**src/hw/uafc_pkg.sv**
```systemverilog
// uafc_pkg: constants and types of the dual UART frame check and
// address filter; assumes an 8-bit register port and external ticks.
`default_nettype none

package uafc_pkg;

  localparam logic [1:0][7:0] OFS_CTRL  = {8'hC0, 8'h98};
  localparam logic [1:0][7:0] OFS_DATA  = {8'hC1, 8'h99};
  localparam logic [1:0][7:0] OFS_SLAVE_ADDRESS_BYTE = {8'hAA, 8'hA9};
  localparam logic [1:0][7:0] OFS_SLAVE_ADDRESS_MASK_BYTE = {8'hBA, 8'hB9};
  localparam logic [1:0][7:0] OFS_FCE   = {8'hBB, 8'h87};
  localparam logic [1:0][2:0] FCE_BIT   = {3'h3, 3'h6};
  localparam logic [7:0] OFS_IRQ_STAT = 8'hE0;
  localparam logic [7:0] OFS_IRQ_MASK = 8'hE1;

  localparam int CTRL_FE_SM0 = 7;
  localparam int CTRL_SM1    = 6;
  localparam int CTRL_SM2    = 5;
  localparam int CTRL_REN    = 4;
  localparam int CTRL_TB8    = 3;
  localparam int CTRL_RB8    = 2;
  localparam int CTRL_TI     = 1;
  localparam int CTRL_RI     = 0;

  localparam int IRQ_RX     = 0;
  localparam int IRQ_TX     = 1;
  localparam int IRQ_FE     = 2;
  localparam int IRQ_PER_CH = 3;

  localparam logic [7:0] ADDR_RST = 8'h00;
  localparam logic       TXD_IDLE = 1'b1;

  // 16x oversampling: last tick of a bit, last tick of half a bit
  localparam logic [3:0] BIT_LAST   = 4'hF;
  localparam logic [3:0] HALF_LAST  = 4'h7;
  localparam logic [3:0] SHIFT_LAST = 4'h7;
  localparam logic [3:0] TXN_MODE0  = 4'h8;
  localparam logic [3:0] TXN_8BIT   = 4'hA;
  localparam logic [3:0] TXN_9BIT   = 4'hB;

  typedef enum logic [1:0] {
    UAFC_SHIFT = 2'b00,
    UAFC_UART8 = 2'b01,
    UAFC_UART9F = 2'b10,
    UAFC_UART9V = 2'b11
  } uafc_mode_t;

  typedef enum logic [1:0] {
    RX_IDLE  = 2'b00,
    RX_START = 2'b01,
    RX_BITS  = 2'b10,
    RX_STOP  = 2'b11
  } uafc_rx_t;

  typedef struct packed {
    uafc_mode_t  mode;
    logic        fce;
    logic        sm2;
    logic        ren;
    logic        tb8;
    logic        rb8;
    logic        ti;
    logic        ri;
    logic        fe;
    logic [7:0]  rxBuf;
    logic [7:0]  slave_address_byte;
    logic [7:0]  slave_address_mask_byte;
    logic [1:0]  rxSync;
    uafc_rx_t    rxSt;
    logic [3:0]  rxTc;
    logic [3:0]  rxN;
    logic [8:0]  rxSh;
    logic        rxDlv;
    logic        txBusy;
    logic [3:0]  txN;
    logic [10:0] txSh;
    logic        txd;
  } uafc_chan_t;

  typedef struct packed {
    uafc_chan_t [1:0] ch;
    logic [5:0]       irqStat;
    logic [5:0]       irqMask;
    logic [7:0]       rdData;
  } uafc_state_t;

endpackage : uafc_pkg

`default_nettype wire

```
**src/hw/uafc_top.sv**
```systemverilog
// uafc_top: two identical UART channels with framing check and
// automatic address recognition; baud ticks come from outside on clock.
//
// The address-and-strobe port was left to the implementer.
`default_nettype none

module uafc_top
  import uafc_pkg::*;
(
  input  wire logic       clock,
  input  wire logic       rst_n,
  input  wire logic [7:0] regAddr,
  input  wire logic [7:0] regWrData,
  input  wire logic       regWr,
  input  wire logic       regRd,
  output logic      [7:0] regRdData,
  input  wire logic [1:0] rxdPin,
  output logic      [1:0] txdPin,
  input  wire logic [1:0] rxTick,
  input  wire logic [1:0] txTick,
  input  wire logic [1:0] shiftTick,
  output logic            irq
);

  uafc_state_t s;
  uafc_state_t n;

  // observation of each frame decision, read by the checks below
  logic [1:0] dlvEv;
  logic [1:0] acceptEv;
  logic [1:0] matchEv;
  logic [1:0] ninthEv;
  logic [1:0] stopEv;
  logic [1:0] stopBad;
  logic [5:0] ev;

  // zero mask bits are don't-care in the address comparison; the broadcast one ignores bits zero in both address and mask
  function automatic logic addr_match(logic [7:0] a, logic [7:0] sa,
                                      logic [7:0] se);
    logic [7:0] bc;
    bc = sa | se;
    addr_match = (((a ^ sa) & se) == 8'h00)
               || (((a ^ bc) & bc) == 8'h00);
  endfunction

  always_comb begin
    logic [7:0] dData;
    logic       dNinth;
    logic       dlv;
    logic       md0;
    logic       sm2e;
    logic       line;
    logic       nb9;
    logic [8:0] sh;
    logic       acc;
    dData = 8'h00;
    dNinth = 1'b0;
    dlv = 1'b0;
    md0 = 1'b0;
    sm2e = 1'b0;
    line = 1'b1;
    nb9 = 1'b0;
    sh = 9'h000;
    acc = 1'b0;
    n = s;
    n.rdData = 8'h00;
    ev = 6'h00;
    dlvEv = 2'b00;
    acceptEv = 2'b00;
    matchEv = 2'b00;
    ninthEv = 2'b00;
    stopEv = 2'b00;
    stopBad = 2'b00;

    // both channels carry the same logic
    for (int c = 0; c < 2; c++) begin
      dlv = 1'b0;
      dData = 8'h00;
      dNinth = 1'b0;
      sh = s.ch[c].rxSh;
      line = s.ch[c].rxSync[1];
      md0 = (s.ch[c].mode == UAFC_SHIFT);
      nb9 = s.ch[c].mode[1];
      sm2e = s.ch[c].sm2 && !md0;

      // software side; hardware updates below override it
      if (regWr && regAddr == OFS_CTRL[c]) begin
        if (s.ch[c].fce)
          n.ch[c].fe = regWrData[CTRL_FE_SM0];
        else
          n.ch[c].mode[1] = regWrData[CTRL_FE_SM0];
        n.ch[c].mode[0] = regWrData[CTRL_SM1];
        n.ch[c].sm2 = regWrData[CTRL_SM2];
        n.ch[c].ren = regWrData[CTRL_REN];
        n.ch[c].tb8 = regWrData[CTRL_TB8];
        n.ch[c].rb8 = regWrData[CTRL_RB8];
        n.ch[c].ti = regWrData[CTRL_TI];
        n.ch[c].ri = regWrData[CTRL_RI];
      end else if (regWr && regAddr == OFS_SLAVE_ADDRESS_BYTE[c]) begin
        n.ch[c].slave_address_byte = regWrData;
      end else if (regWr && regAddr == OFS_SLAVE_ADDRESS_MASK_BYTE[c]) begin
        n.ch[c].slave_address_mask_byte = regWrData;
      end else if (regWr && regAddr == OFS_FCE[c]) begin
        n.ch[c].fce = regWrData[FCE_BIT[c]];
      end else if (regWr && regAddr == OFS_DATA[c]) begin
        // a write while the transmitter is busy is dropped
        if (!s.ch[c].txBusy) begin
          n.ch[c].txBusy = 1'b1;
          if (md0) begin
            n.ch[c].txSh = {3'b111, regWrData};
            n.ch[c].txN = TXN_MODE0;
          end else if (nb9) begin
            n.ch[c].txSh = {1'b1, s.ch[c].tb8, regWrData, 1'b0};
            n.ch[c].txN = TXN_9BIT;
          end else begin
            n.ch[c].txSh = {2'b11, regWrData, 1'b0};
            n.ch[c].txN = TXN_8BIT;
          end
        end
      end

      if (regRd && regAddr == OFS_CTRL[c]) begin
        n.rdData = {s.ch[c].fce ? s.ch[c].fe : s.ch[c].mode[1],
                    s.ch[c].mode[0], s.ch[c].sm2, s.ch[c].ren,
                    s.ch[c].tb8, s.ch[c].rb8, s.ch[c].ti, s.ch[c].ri};
      end else if (regRd && regAddr == OFS_DATA[c]) begin
        n.rdData = s.ch[c].rxBuf;
      end else if (regRd && regAddr == OFS_SLAVE_ADDRESS_BYTE[c]) begin
        n.rdData = s.ch[c].slave_address_byte;
      end else if (regRd && regAddr == OFS_SLAVE_ADDRESS_MASK_BYTE[c]) begin
        n.rdData = s.ch[c].slave_address_mask_byte;
      end else if (regRd && regAddr == OFS_FCE[c]) begin
        n.rdData = 8'h00;
        n.rdData[FCE_BIT[c]] = s.ch[c].fce;
      end

      // transmitter, on its own tick so rx and tx rates differ
      if (s.ch[c].txBusy && txTick[c]) begin
        if (s.ch[c].txN == 4'h0) begin
          n.ch[c].txBusy = 1'b0;
          n.ch[c].txd = TXD_IDLE;
          if (md0) begin
            n.ch[c].ti = 1'b1;
            ev[c*IRQ_PER_CH+IRQ_TX] = 1'b1;
          end
        end else begin
          n.ch[c].txd = s.ch[c].txSh[0];
          n.ch[c].txSh = {1'b1, s.ch[c].txSh[10:1]};
          n.ch[c].txN = s.ch[c].txN - 4'h1;
          // async: flag rises as the stop bit starts
          if (!md0 && s.ch[c].txN == 4'h1) begin
            n.ch[c].ti = 1'b1;
            ev[c*IRQ_PER_CH+IRQ_TX] = 1'b1;
          end
        end
      end

      // receiver; pin passes two flops, only the second is read
      n.ch[c].rxSync = {s.ch[c].rxSync[0], rxdPin[c]};
      if (md0) begin
        n.ch[c].rxSt = RX_IDLE;
        if (s.ch[c].ren && !s.ch[c].ri && shiftTick[c]) begin
          sh = {line, s.ch[c].rxSh[8:1]};
          n.ch[c].rxSh = sh;
          n.ch[c].rxN = s.ch[c].rxN + 4'h1;
          if (s.ch[c].rxN == SHIFT_LAST) begin
            n.ch[c].rxN = 4'h0;
            dlv = 1'b1;
            dData = sh[8:1];
          end
        end
      end else if (rxTick[c]) begin
        n.ch[c].rxTc = s.ch[c].rxTc + 4'h1;
        case (s.ch[c].rxSt)
          RX_IDLE: begin
            n.ch[c].rxTc = 4'h0;
            if (s.ch[c].ren && !line) n.ch[c].rxSt = RX_START;
          end
          RX_START: begin
            // a start bit that is high again at mid-bit is a glitch
            if (s.ch[c].rxTc == HALF_LAST) begin
              n.ch[c].rxTc = 4'h0;
              n.ch[c].rxN = 4'h0;
              n.ch[c].rxSt = line ? RX_IDLE : RX_BITS;
            end
          end
          RX_BITS: begin
            if (s.ch[c].rxTc == BIT_LAST) begin
              sh = {line, s.ch[c].rxSh[8:1]};
              n.ch[c].rxSh = sh;
              n.ch[c].rxN = s.ch[c].rxN + 4'h1;
              if (s.ch[c].rxN == (nb9 ? 4'h8 : 4'h7)) begin
                n.ch[c].rxSt = RX_STOP;
                n.ch[c].rxDlv = 1'b0;
                // early delivery at last data bit unless stop is needed
                if (!s.ch[c].fce && !(sm2e && !nb9)) begin
                  dlv = 1'b1;
                  dData = nb9 ? sh[7:0] : sh[8:1];
                  dNinth = nb9 ? sh[8] : 1'b0;
                end
              end
            end
          end
          RX_STOP: begin
            if (s.ch[c].rxTc == BIT_LAST) begin
              n.ch[c].rxSt = RX_IDLE;
              // leave the bit count clean so a later mode 0 shift
              // starts counting from zero
              n.ch[c].rxN = 4'h0;
              stopEv[c] = 1'b1;
              stopBad[c] = !line;
              if (s.ch[c].fce && !line) begin
                n.ch[c].fe = 1'b1;
                ev[c*IRQ_PER_CH+IRQ_FE] = 1'b1;
              end
              if (!nb9 && s.ch[c].rxDlv)
                n.ch[c].rb8 = line;
              if (s.ch[c].fce || (sm2e && !nb9)) begin
                dlv = 1'b1;
                dData = nb9 ? sh[7:0] : sh[8:1];
                dNinth = nb9 ? sh[8] : line;
              end
            end
          end
          default: n.ch[c].rxSt = RX_IDLE;
        endcase
      end

      // frame acceptance; a full buffer drops the frame
      if (dlv) begin
        dlvEv[c] = 1'b1;
        matchEv[c] = addr_match(dData, s.ch[c].slave_address_byte, s.ch[c].slave_address_mask_byte);
        ninthEv[c] = dNinth;
        acc = !s.ch[c].ri
            && (!sm2e || (dNinth && matchEv[c]));
        if (acc) begin
          acceptEv[c] = 1'b1;
          n.ch[c].rxBuf = dData;
          if (!md0) n.ch[c].rb8 = dNinth;
          n.ch[c].rxDlv = 1'b1;
          n.ch[c].ri = 1'b1;
          ev[c*IRQ_PER_CH+IRQ_RX] = 1'b1;
        end
      end
    end

    // status: write one clears, a same-cycle event wins
    if (regWr && regAddr == OFS_IRQ_STAT)
      n.irqStat = s.irqStat & ~regWrData[5:0];
    else if (regWr && regAddr == OFS_IRQ_MASK)
      n.irqMask = regWrData[5:0];
    n.irqStat = n.irqStat | ev;
    if (regRd && regAddr == OFS_IRQ_STAT)
      n.rdData = {2'b00, s.irqStat};
    else if (regRd && regAddr == OFS_IRQ_MASK)
      n.rdData = {2'b00, s.irqMask};
  end

  always_ff @(posedge clock) begin
    if (!rst_n) begin
      s <= '0;
      for (int c = 0; c < 2; c++) begin
        s.ch[c].slave_address_byte <= ADDR_RST;
        s.ch[c].slave_address_mask_byte <= ADDR_RST;
        s.ch[c].txd <= TXD_IDLE;
        // synchroniser starts at the idle line level, no false start
        s.ch[c].rxSync <= 2'b11;
      end
    end else begin
      s <= n;
    end
  end

  assign regRdData = s.rdData;
  assign irq = |(s.irqStat & s.irqMask);
  generate
    for (genvar g = 0; g < 2; g++) begin : g_tx
      assign txdPin[g] = s.ch[g].txd;
    end
  endgenerate

  generate
    for (genvar g = 0; g < 2; g++) begin : g_chk

    end
  endgenerate
endmodule // uafc_top

`default_nettype wire

```
**config.mk**
```make
export PLATFORM = sky130hd
export DESIGN_NAME = uafc_top
export DESIGN_NICKNAME = d
export VERILOG_FILES = /design/src/hw/uafc_pkg.sv /design/src/hw/uafc_top.sv
export SDC_FILE = /design/constraint.sdc
export NUM_CORES = 1
export LEC_CHECK = 0
export BUFFER_PORTS_ARGS = -buffer_cell sky130_fd_sc_hd__buf_2
export CAP_MARGIN = 25
export CORE_MARGIN = 3
export CORE_UTILIZATION = 53
export CTS_CLUSTER_SIZE = 25
export DETAILED_ROUTE_END_ITERATION = 6
export PLACE_DENSITY = 0.7
export SLEW_MARGIN = 25
export SYNTH_ARGS = -nofsm -noshare
export SYNTH_HDL_FRONTEND = slang
export SYNTH_SLANG_ARGS = --single-unit
```
**constraint.sdc**
```tcl
create_clock -name clock -period 4.7 [get_ports clock]
set_input_delay 0.235 -clock clock [delete_from_list [all_inputs] [get_ports clock]]
set_output_delay 0.235 -clock clock [all_outputs]
set_load 0.005 [all_outputs]
```
# Yosys cells after proc, flatten, opt, wreduce, memory -nomap -nowiden
# Cells that the tools add are included.
[op_classes]
addsub = 6
n_eq_ne = 46
n_mux = 209
bitwise = 26
n_reduce_logical = 109
[ops]
columns = ["cell", "n"]
rows = [
  ["$mux 8", 31],
  ["$mux 16", 10],
  ["$mux 1", 112],
  ["$eq 8x8->1 const B", 12],
  ["$mux 13", 6],
  ["$mux 15", 4],
  ["$mux 14", 4],
  ["$logic_and 1x1->1", 48],
  ["$mux 10", 4],
  ["$mux 17", 2],
  ["$and 8x8->8", 4],
  ["$logic_not 8->1", 4],
  ["$mux 4", 8],
  ["$pmux 8 s2", 2],
  ["$xor 8x8->8", 4],
  ["$mux 12", 2],
  ["$pmux 4 s3", 2],
  ["$reduce_and 6->1", 4],
  ["$mux 2", 10],
  ["$ne 2x2->1 const B", 10],
  ["$mux 6", 3],
  ["$ne 3x3->1 const B", 6],
  ["$reduce_and 2->1", 9],
  ["$add 4x1->4 const B", 4],
  ["28 further kinds", 91],
]
[totals]
reg_bits = 166
in_bits = 28
output_inout_bits = 11
word_cells = 446

# Depth between registers and ports, before layout
[logic_depth]
word_depth = 22
ltp_mapped = 13
depth_no_buf = 10

# Worst setup path before layout
# OpenSTA, ideal clock, no wires.
[synth_timing]
path_kind = "register to register"
from = "reg s[51] (netlist bit)"
to = "reg s[86] (netlist bit)"
setup_time_ns = 0.095
arrival_ns = 2.782
t_required_ns = 4.605
slack_ns = 1.822
stages_incl_launch_ff = 13
n_path_buf = 2
synth_period_minus_slack_ns = 2.878
cell_sequence = "dfxtp_1 -> ha_1 -> and3_1 -> buf_2 -> nand2_1 -> nor4_2 -> a21oi_1 -> xnor2_1 -> a2111o_1 -> o31ai_1 -> buf_4 -> nand2_1 -> a221oi_1"
[synth_via]
elab_chain_cells = 14
word_cells_on_any_way = 33
classes_between = "eq/ne: 1; mux: 22; bitwise: 4; reduce/logical: 6"
[synth_lines]
columns = ["element", "line", "text"]
rows = [
  ["start: declaration", "uafc_top.sv:25", "uafc_state_t s;"],
  ["start signal: assignment", "uafc_top.sv:270", "s <= n;"],
  ["$eq 4x4->1 (*)", "uafc_top.sv:188, uafc_top.sv:205", ""],
  ["$mux 8 (on tied branches)", "uafc_top.sv:205, uafc_top.sv:188", ""],
  ["$pmux 8 s2", "uafc_top.sv:174", "case (s.ch[c].rxSt)"],
  ["$mux 8", "uafc_top.sv:172", "end else if (rxTick[c]) begin"],
  ["$mux 8", "uafc_top.sv:160", "if (md0) begin"],
  ["$xor 8x8->8 (on tied branches)", "uafc_top.sv:42, uafc_top.sv:43", ""],
  ["$and 8x8->8 (on tied branches)", "uafc_top.sv:42, uafc_top.sv:43", ""],
  ["$logic_not 8->1 (on tied branches)", "uafc_top.sv:42, uafc_top.sv:43", ""],
  ["$logic_or 1x1->1", "uafc_top.sv:43", "|| (((a ^ bc) & bc) == 8'h00);"],
  ["$logic_and 1x1->1", "uafc_top.sv:235", "&& (!sm2e || (dNinth && matchEv[c]));"],
  ["$logic_or 1x1->1", "uafc_top.sv:235", ""],
  ["$logic_and 1x1->1", "uafc_top.sv:235", ""],
  ["$mux 1", "uafc_top.sv:236", "if (acc) begin"],
  ["$mux 1 (*)", "uafc_top.sv:230", "if (dlv) begin"],
]
# Every way passes the cells marked *; elsewhere a longest branch is shown, timed or not.
# A chain may end at the register's enable or synchronous reset.

# Worst setup path in the final report
[layout_timing]
from = "reg s[92] (netlist bit)"
to = "reg s[81] (netlist bit)"
[layout_via]
elab_chain_cells = 20
word_cells_on_any_way = 50
classes_between = "eq/ne: 1; mux: 29; bitwise: 4; reduce/logical: 16"
[layout_lines]
columns = ["element", "line", "text"]
rows = [
  ["$logic_not 2->1", "uafc_top.sv:82", "md0 = (s.ch[c].mode == UAFC_SHIFT);"],
  ["$logic_not 1->1", "n/a", ""],
  ["$logic_and 1x1->1", "uafc_top.sv:84", "sm2e = s.ch[c].sm2 && !md0;"],
  ["$logic_and 1x1->1", "uafc_top.sv:196, uafc_top.sv:218", ""],
  ["$logic_not 1->1", "uafc_top.sv:196", "if (!s.ch[c].fce && !(sm2e && !nb9)) begin"],
  ["$logic_and 1x1->1", "uafc_top.sv:196", ""],
  ["$mux 8", "uafc_top.sv:196", ""],
  ["$mux 8", "uafc_top.sv:192", "if (s.ch[c].rxN == (nb9 ? 4'h8 : 4'h7)) begin"],
  ["[4 not listed]", "n/a", ""],
  ["$xor 8x8->8 (on tied branches)", "uafc_top.sv:42, uafc_top.sv:43", ""],
  ["$and 8x8->8 (on tied branches)", "uafc_top.sv:42, uafc_top.sv:43", ""],
  ["$logic_not 8->1 (on tied branches)", "uafc_top.sv:42, uafc_top.sv:43", ""],
  ["$logic_or 1x1->1", "uafc_top.sv:43", ""],
  ["$logic_and 1x1->1", "uafc_top.sv:235", ""],
  ["$logic_or 1x1->1", "uafc_top.sv:235", ""],
  ["$logic_and 1x1->1", "uafc_top.sv:235", ""],
  ["$reduce_and 2->1 (no source line)", "n/a", ""],
]
# Parallel ways exist; a longest one is shown, timed or not.

==> summary.md <==
| Metric | Value |
|---|---|
| Status | `finished, final reports clean` |
| Core region area | `around 17000 um^2` |
| Fraction of the yosys area taken by sequential cells | `approximately 37%` |
| Post-route fraction of the period consumed by the critical path | `about four fifths` |
| Area Overhead vs Synth | `9.11%` |
| R2R setup slack | `between 900 and 1000 ps` |
| Reg-to-Reg Start | `s[92]` |
| Max-Cap Viols | `0` |
| CP Data Required Time | `5000 ps` |
| Number of standard-cell rows in the floorplan | `47` |
| Skew final | `9.59 ps` |
| Main combinational cell family by area after synthesis | `simple AND/OR/NAND/NOR gates` |
| Effective utilization at floorplan | `54.5%` |
| 1st-iter DRT viols | `between 800 and 900` |
| Highest attainable clock frequency | `between 200 and 300 MHz` |
| Global-route wire length before repair | `~40000 um` |
| Setup repair after global routing missed its margin | `no` |
| Via count of the first global-routing pass | `7365` |
| Setup tns final | `0 ps` |
| Buffer type at the clock tree root | `sky130_fd_sc_hd__clkbuf_16` |
| Setup repair bufs after CTS | `0` |
| Most used flip-flop cell after synthesis | `sky130_fd_sc_hd__dfxtp_1` |
| Gpl congestion | `about 0.94` |
| Layout Nets | `between 1000 and 1500` |
| Port buffer count | `38` |
| Cell count after placement | `approximately 1300` |
| Sink count of the clock tree | `166` |
| Vertical extent of the die | `about 140 um` |
| Number of failing hold endpoints at the final stage | `0` |
| Insertion delay to the later sink of the worst-skew pair | `about 440 ps` |
| CTS tree | `built` |
| Crit-path cells | `nand3b_1 > nand2_1 > nor4_2 > a21oi_1 > xnor2_1 > a2111o_1 > o31ai_1 > buf_4 > and2_1 > a211oi_1` |
| Slew at the pin closest to its max-slew limit | `around 1100 ps` |
| CP max FO | `26` |
| Number of synthesized register bits | `about 170` |
| Overall routing resource usage | `a little over a quarter` |
| Cell with the largest stage delay on the worst path | `sky130_fd_sc_hd__dfxtp_1` |
| Critical Path Source Type | `flop` |
| Cell type with the largest total area after synthesis | `sky130_fd_sc_hd__dfxtp_1` |
| Number of detailed-route iterations in the first pass | `6` |
| Critical path buffer and inverter count | `1` |
| Leakage power summed over all cells | `3.73 nW` |
| Logic depth of the worst path, buffers included | `10` |
| Clock power frac | `about half` |
| Switching share of power | `a little under a quarter` |
| Destination of the critical timing path | `s[81]` |
| Syn Std Cell Area | `just over 9000 um^2` |
| Share of final-layout standard cells stronger than drive strength 1 | `9.89%` |
| Count of nets left with antenna violations after detail routing | `0` |
| Routed len/inst | `roughly 19 um` |
| Fin crit period | `between 3000 and 4000 ps` |
| Power density over the cells | `298 nW/um^2` |
| Total of warnings raised by yosys | `0` |
| Most frequently used cell type in the post-synthesis netlist | `sky130_fd_sc_hd__dfxtp_1` |
| Number of flops mapped to enable cells by yosys | `0` |
| Top cell type's share of synthesized area | `a little over a third` |
| Simple-gate area share of the yosys netlist | `between 20% and 30%` |
| Number of antenna violations at the first check in global routing | `2` |
| Post-DP HPWL | `roughly 18000 um` |
| Adder-Cell Fraction of Synth Area | `under 10%` |
| Max IR drop VDD | `between 0.0002 and 0.0003 V` |
| Vias after detailed routing | `approximately 8400` |
| Net Count, Synth | `between 1000 and 1500` |
| Largest incremental delay on the critical path | `850 ps` |
| Die Outline Area | `between 15000 and 20000 um^2` |
| Reg power frac | `a little under half` |
| Final core utilization | `about three fifths` |
| Worst min-delay path category | `in2reg` |
| Element type at the critical path end | `flop` |
| Type of the worst setup path | `reg2reg` |
| Detailed Route WL | `between 20000 and 30000 um` |
| Kind of cell with the highest combined delay on the critical path | `simple AND/OR/NAND/NOR gates` |
| Share of the synthesized area in compound gates (AO/OA/AOI/OAI) | `21.8%` |
| Syn Area/Cell | `8.03 um^2` |
| Clock Path Buffers | `2` |
| Synthesized instance count | `~1100` |
| Crit path DAT | `around 4000 ps` |
| H-tree levels | `4` |
| Largest net degree at the start of global routing | `100` |
| Mux cell area share after synthesis | `between 8 and 9%` |
| Post-Layout Cell Count | `approximately 1400` |
| End of the worst register-to-register path | `s[81]` |
| Width of the die | `~140 um` |
| Ys async rst share | `0%` |
| Unique masters post-synth | `78` |
| Drt drc | `0` |
| Number of buffers inserted during clock tree synthesis | `17` |
| Worst r2r path cells | `10` |
| Launching element of the worst setup path | `s[92]` |
| Worst slew margin relative to its limit | `about 28%` |
| Detail-routed via count per cell | `~6.2` |
| P_sw | `0.000667 W` |
| Cell types with the largest area share after synthesis | `sky130_fd_sc_hd__dfxtp_1 37%, sky130_fd_sc_hd__mux2i_1 7.5%, sky130_fd_sc_hd__nand2_1 6.5%, sky130_fd_sc_hd__a21oi_1 5.7%, sky130_fd_sc_hd__nor2_1 5.3%` |
| Startpoint of the lowest-slack hold path | `regWr` |
| Ports | `39` |
| Count of endpoints failing setup in the final report | `0` |
| Internal power summed over all cells | `between 0.002 and 0.0025 W` |
| Parity-gate share of the synthesized area counting xor and xnor cells | `1.06%` |
| Aggregate global routing overflow | `0` |
| Commonest cells post-synth | `166 x sky130_fd_sc_hd__dfxtp_1, 158 x sky130_fd_sc_hd__nand2_1, 129 x sky130_fd_sc_hd__nor2_1` |
| Comb power frac | `under 10%` |
| Number of max-slew violations in the final report | `0` |
| Clock-pin slew reported for the worst setup and hold paths after clock tree synthesis | `70 ps` |
## cells in the final DEF, fill, tap and decap left out, types with 16 or more instances in the layout
cell	instances
sky130_fd_sc_hd__a21oi_1	103
sky130_fd_sc_hd__a22o_1	17
sky130_fd_sc_hd__a22oi_1	16
sky130_fd_sc_hd__buf_2	38
sky130_fd_sc_hd__clkbuf_16	17
sky130_fd_sc_hd__dfxtp_1	166
sky130_fd_sc_hd__inv_1	16
sky130_fd_sc_hd__mux2i_1	68
sky130_fd_sc_hd__nand2_1	158
sky130_fd_sc_hd__nand2b_1	21
sky130_fd_sc_hd__nand3_1	47
sky130_fd_sc_hd__nor2_1	129
sky130_fd_sc_hd__nor3_1	18
sky130_fd_sc_hd__o211ai_1	22
sky130_fd_sc_hd__o21ai_0	29
## stage by stage
| stage | total power, W | hold WS [ps] | worst slack [ps] | cell area (um^2) |
|---|---|---|---|---|
| final | 0.00295 | 126 | 988 | 9890 |
| after global routing | 0.00302 | 138 | 695 | 9890 |
| after CTS | 0.00295 | 115 | 1070 | 9860 |
| after detailed placement | 0.00153 | 391 | 1090 | 9240 |
| after global placement | 0.00153 | 387 | 1160 | 9240 |
| after floorplan | 0.00149 | 336 | 1820 | 9060 |
## power by group through the flow
stage	clock network (W)	logic [W]	registers (W)
final	0.00144	0.0000940	0.00141
after global routing	0.00151	0.0000995	0.00141
after CTS	0.00145	0.0000897	0.00141
after detailed placement	0	0.0000883	0.00144
after global placement	0	0.0000876	0.00144
after floorplan	0	0.0000497	0.00144
## layer usage
| metal | global-route usage, % | part of all wire, % | vias up |
|---|---|---|---|
| met4 | 7.37 | 1.4 | 0 |
| met2 | 39.2 | 43 | 367 |
| met1 | 41.9 | 47 | 3960 |
| met3 | 5.37 | 8.3 | 30 |
| met5 | 0 | 0 | - |
| li1 | - | - | 4080 |
## cells by family (layout without fill, tap and decap cells)
kind of cell	after synthesis	in the layout
flops	166	166
other cells	0	2
xor+xnor	11	11
compound gates	290	290
mux	74	74
fa+ha+maj	13	13
simple gates	480	480
buf+inv	95	99
## how the worst min path moves through the flow
stage,endpoint,cells after the start
after floorplan,n[131],1
after global placement,s[131],1
after detailed placement,s[131],1
after CTS,s[90],3
after global routing,s[90],3
final,s[90],3
## registers in the layout, summed over array words and instances, names as in the netlist, named ones only
| name | flops |
|---|---|
| n | 2 |
| regRdData | 8 |
| txdPin | 2 |
| s | 152 |
## timing repair
action,4_1_cts,5_1_grt
gates resized for setup,0,0
hold endpoints to repair,2,0
hold buffers,2,0
## area by class of cell
class,count,area (um^2)
repair buffers,50,298
fillers,1515,6750
well taps,220,275
clock buffers,20,447
multi-input cells,868,5320
flip-flops and latches,166,3320
clock inverters,12,151
inverters,17,66.3
diodes,2,5.00
## worst register-to-register path, stage by stage, from the launching register on
cell	delay, ps
sky130_fd_sc_hd__dfxtp_1	850
sky130_fd_sc_hd__nand3b_1	240
sky130_fd_sc_hd__nand2_1	120
sky130_fd_sc_hd__nor4_2	630
sky130_fd_sc_hd__a21oi_1	250
sky130_fd_sc_hd__xnor2_1	190
sky130_fd_sc_hd__a2111o_1	420
sky130_fd_sc_hd__o31ai_1	200
sky130_fd_sc_hd__buf_4	210
sky130_fd_sc_hd__and2_1	320
sky130_fd_sc_hd__a211oi_1	130
No activity file was read; power rests on OpenSTA's default activity.
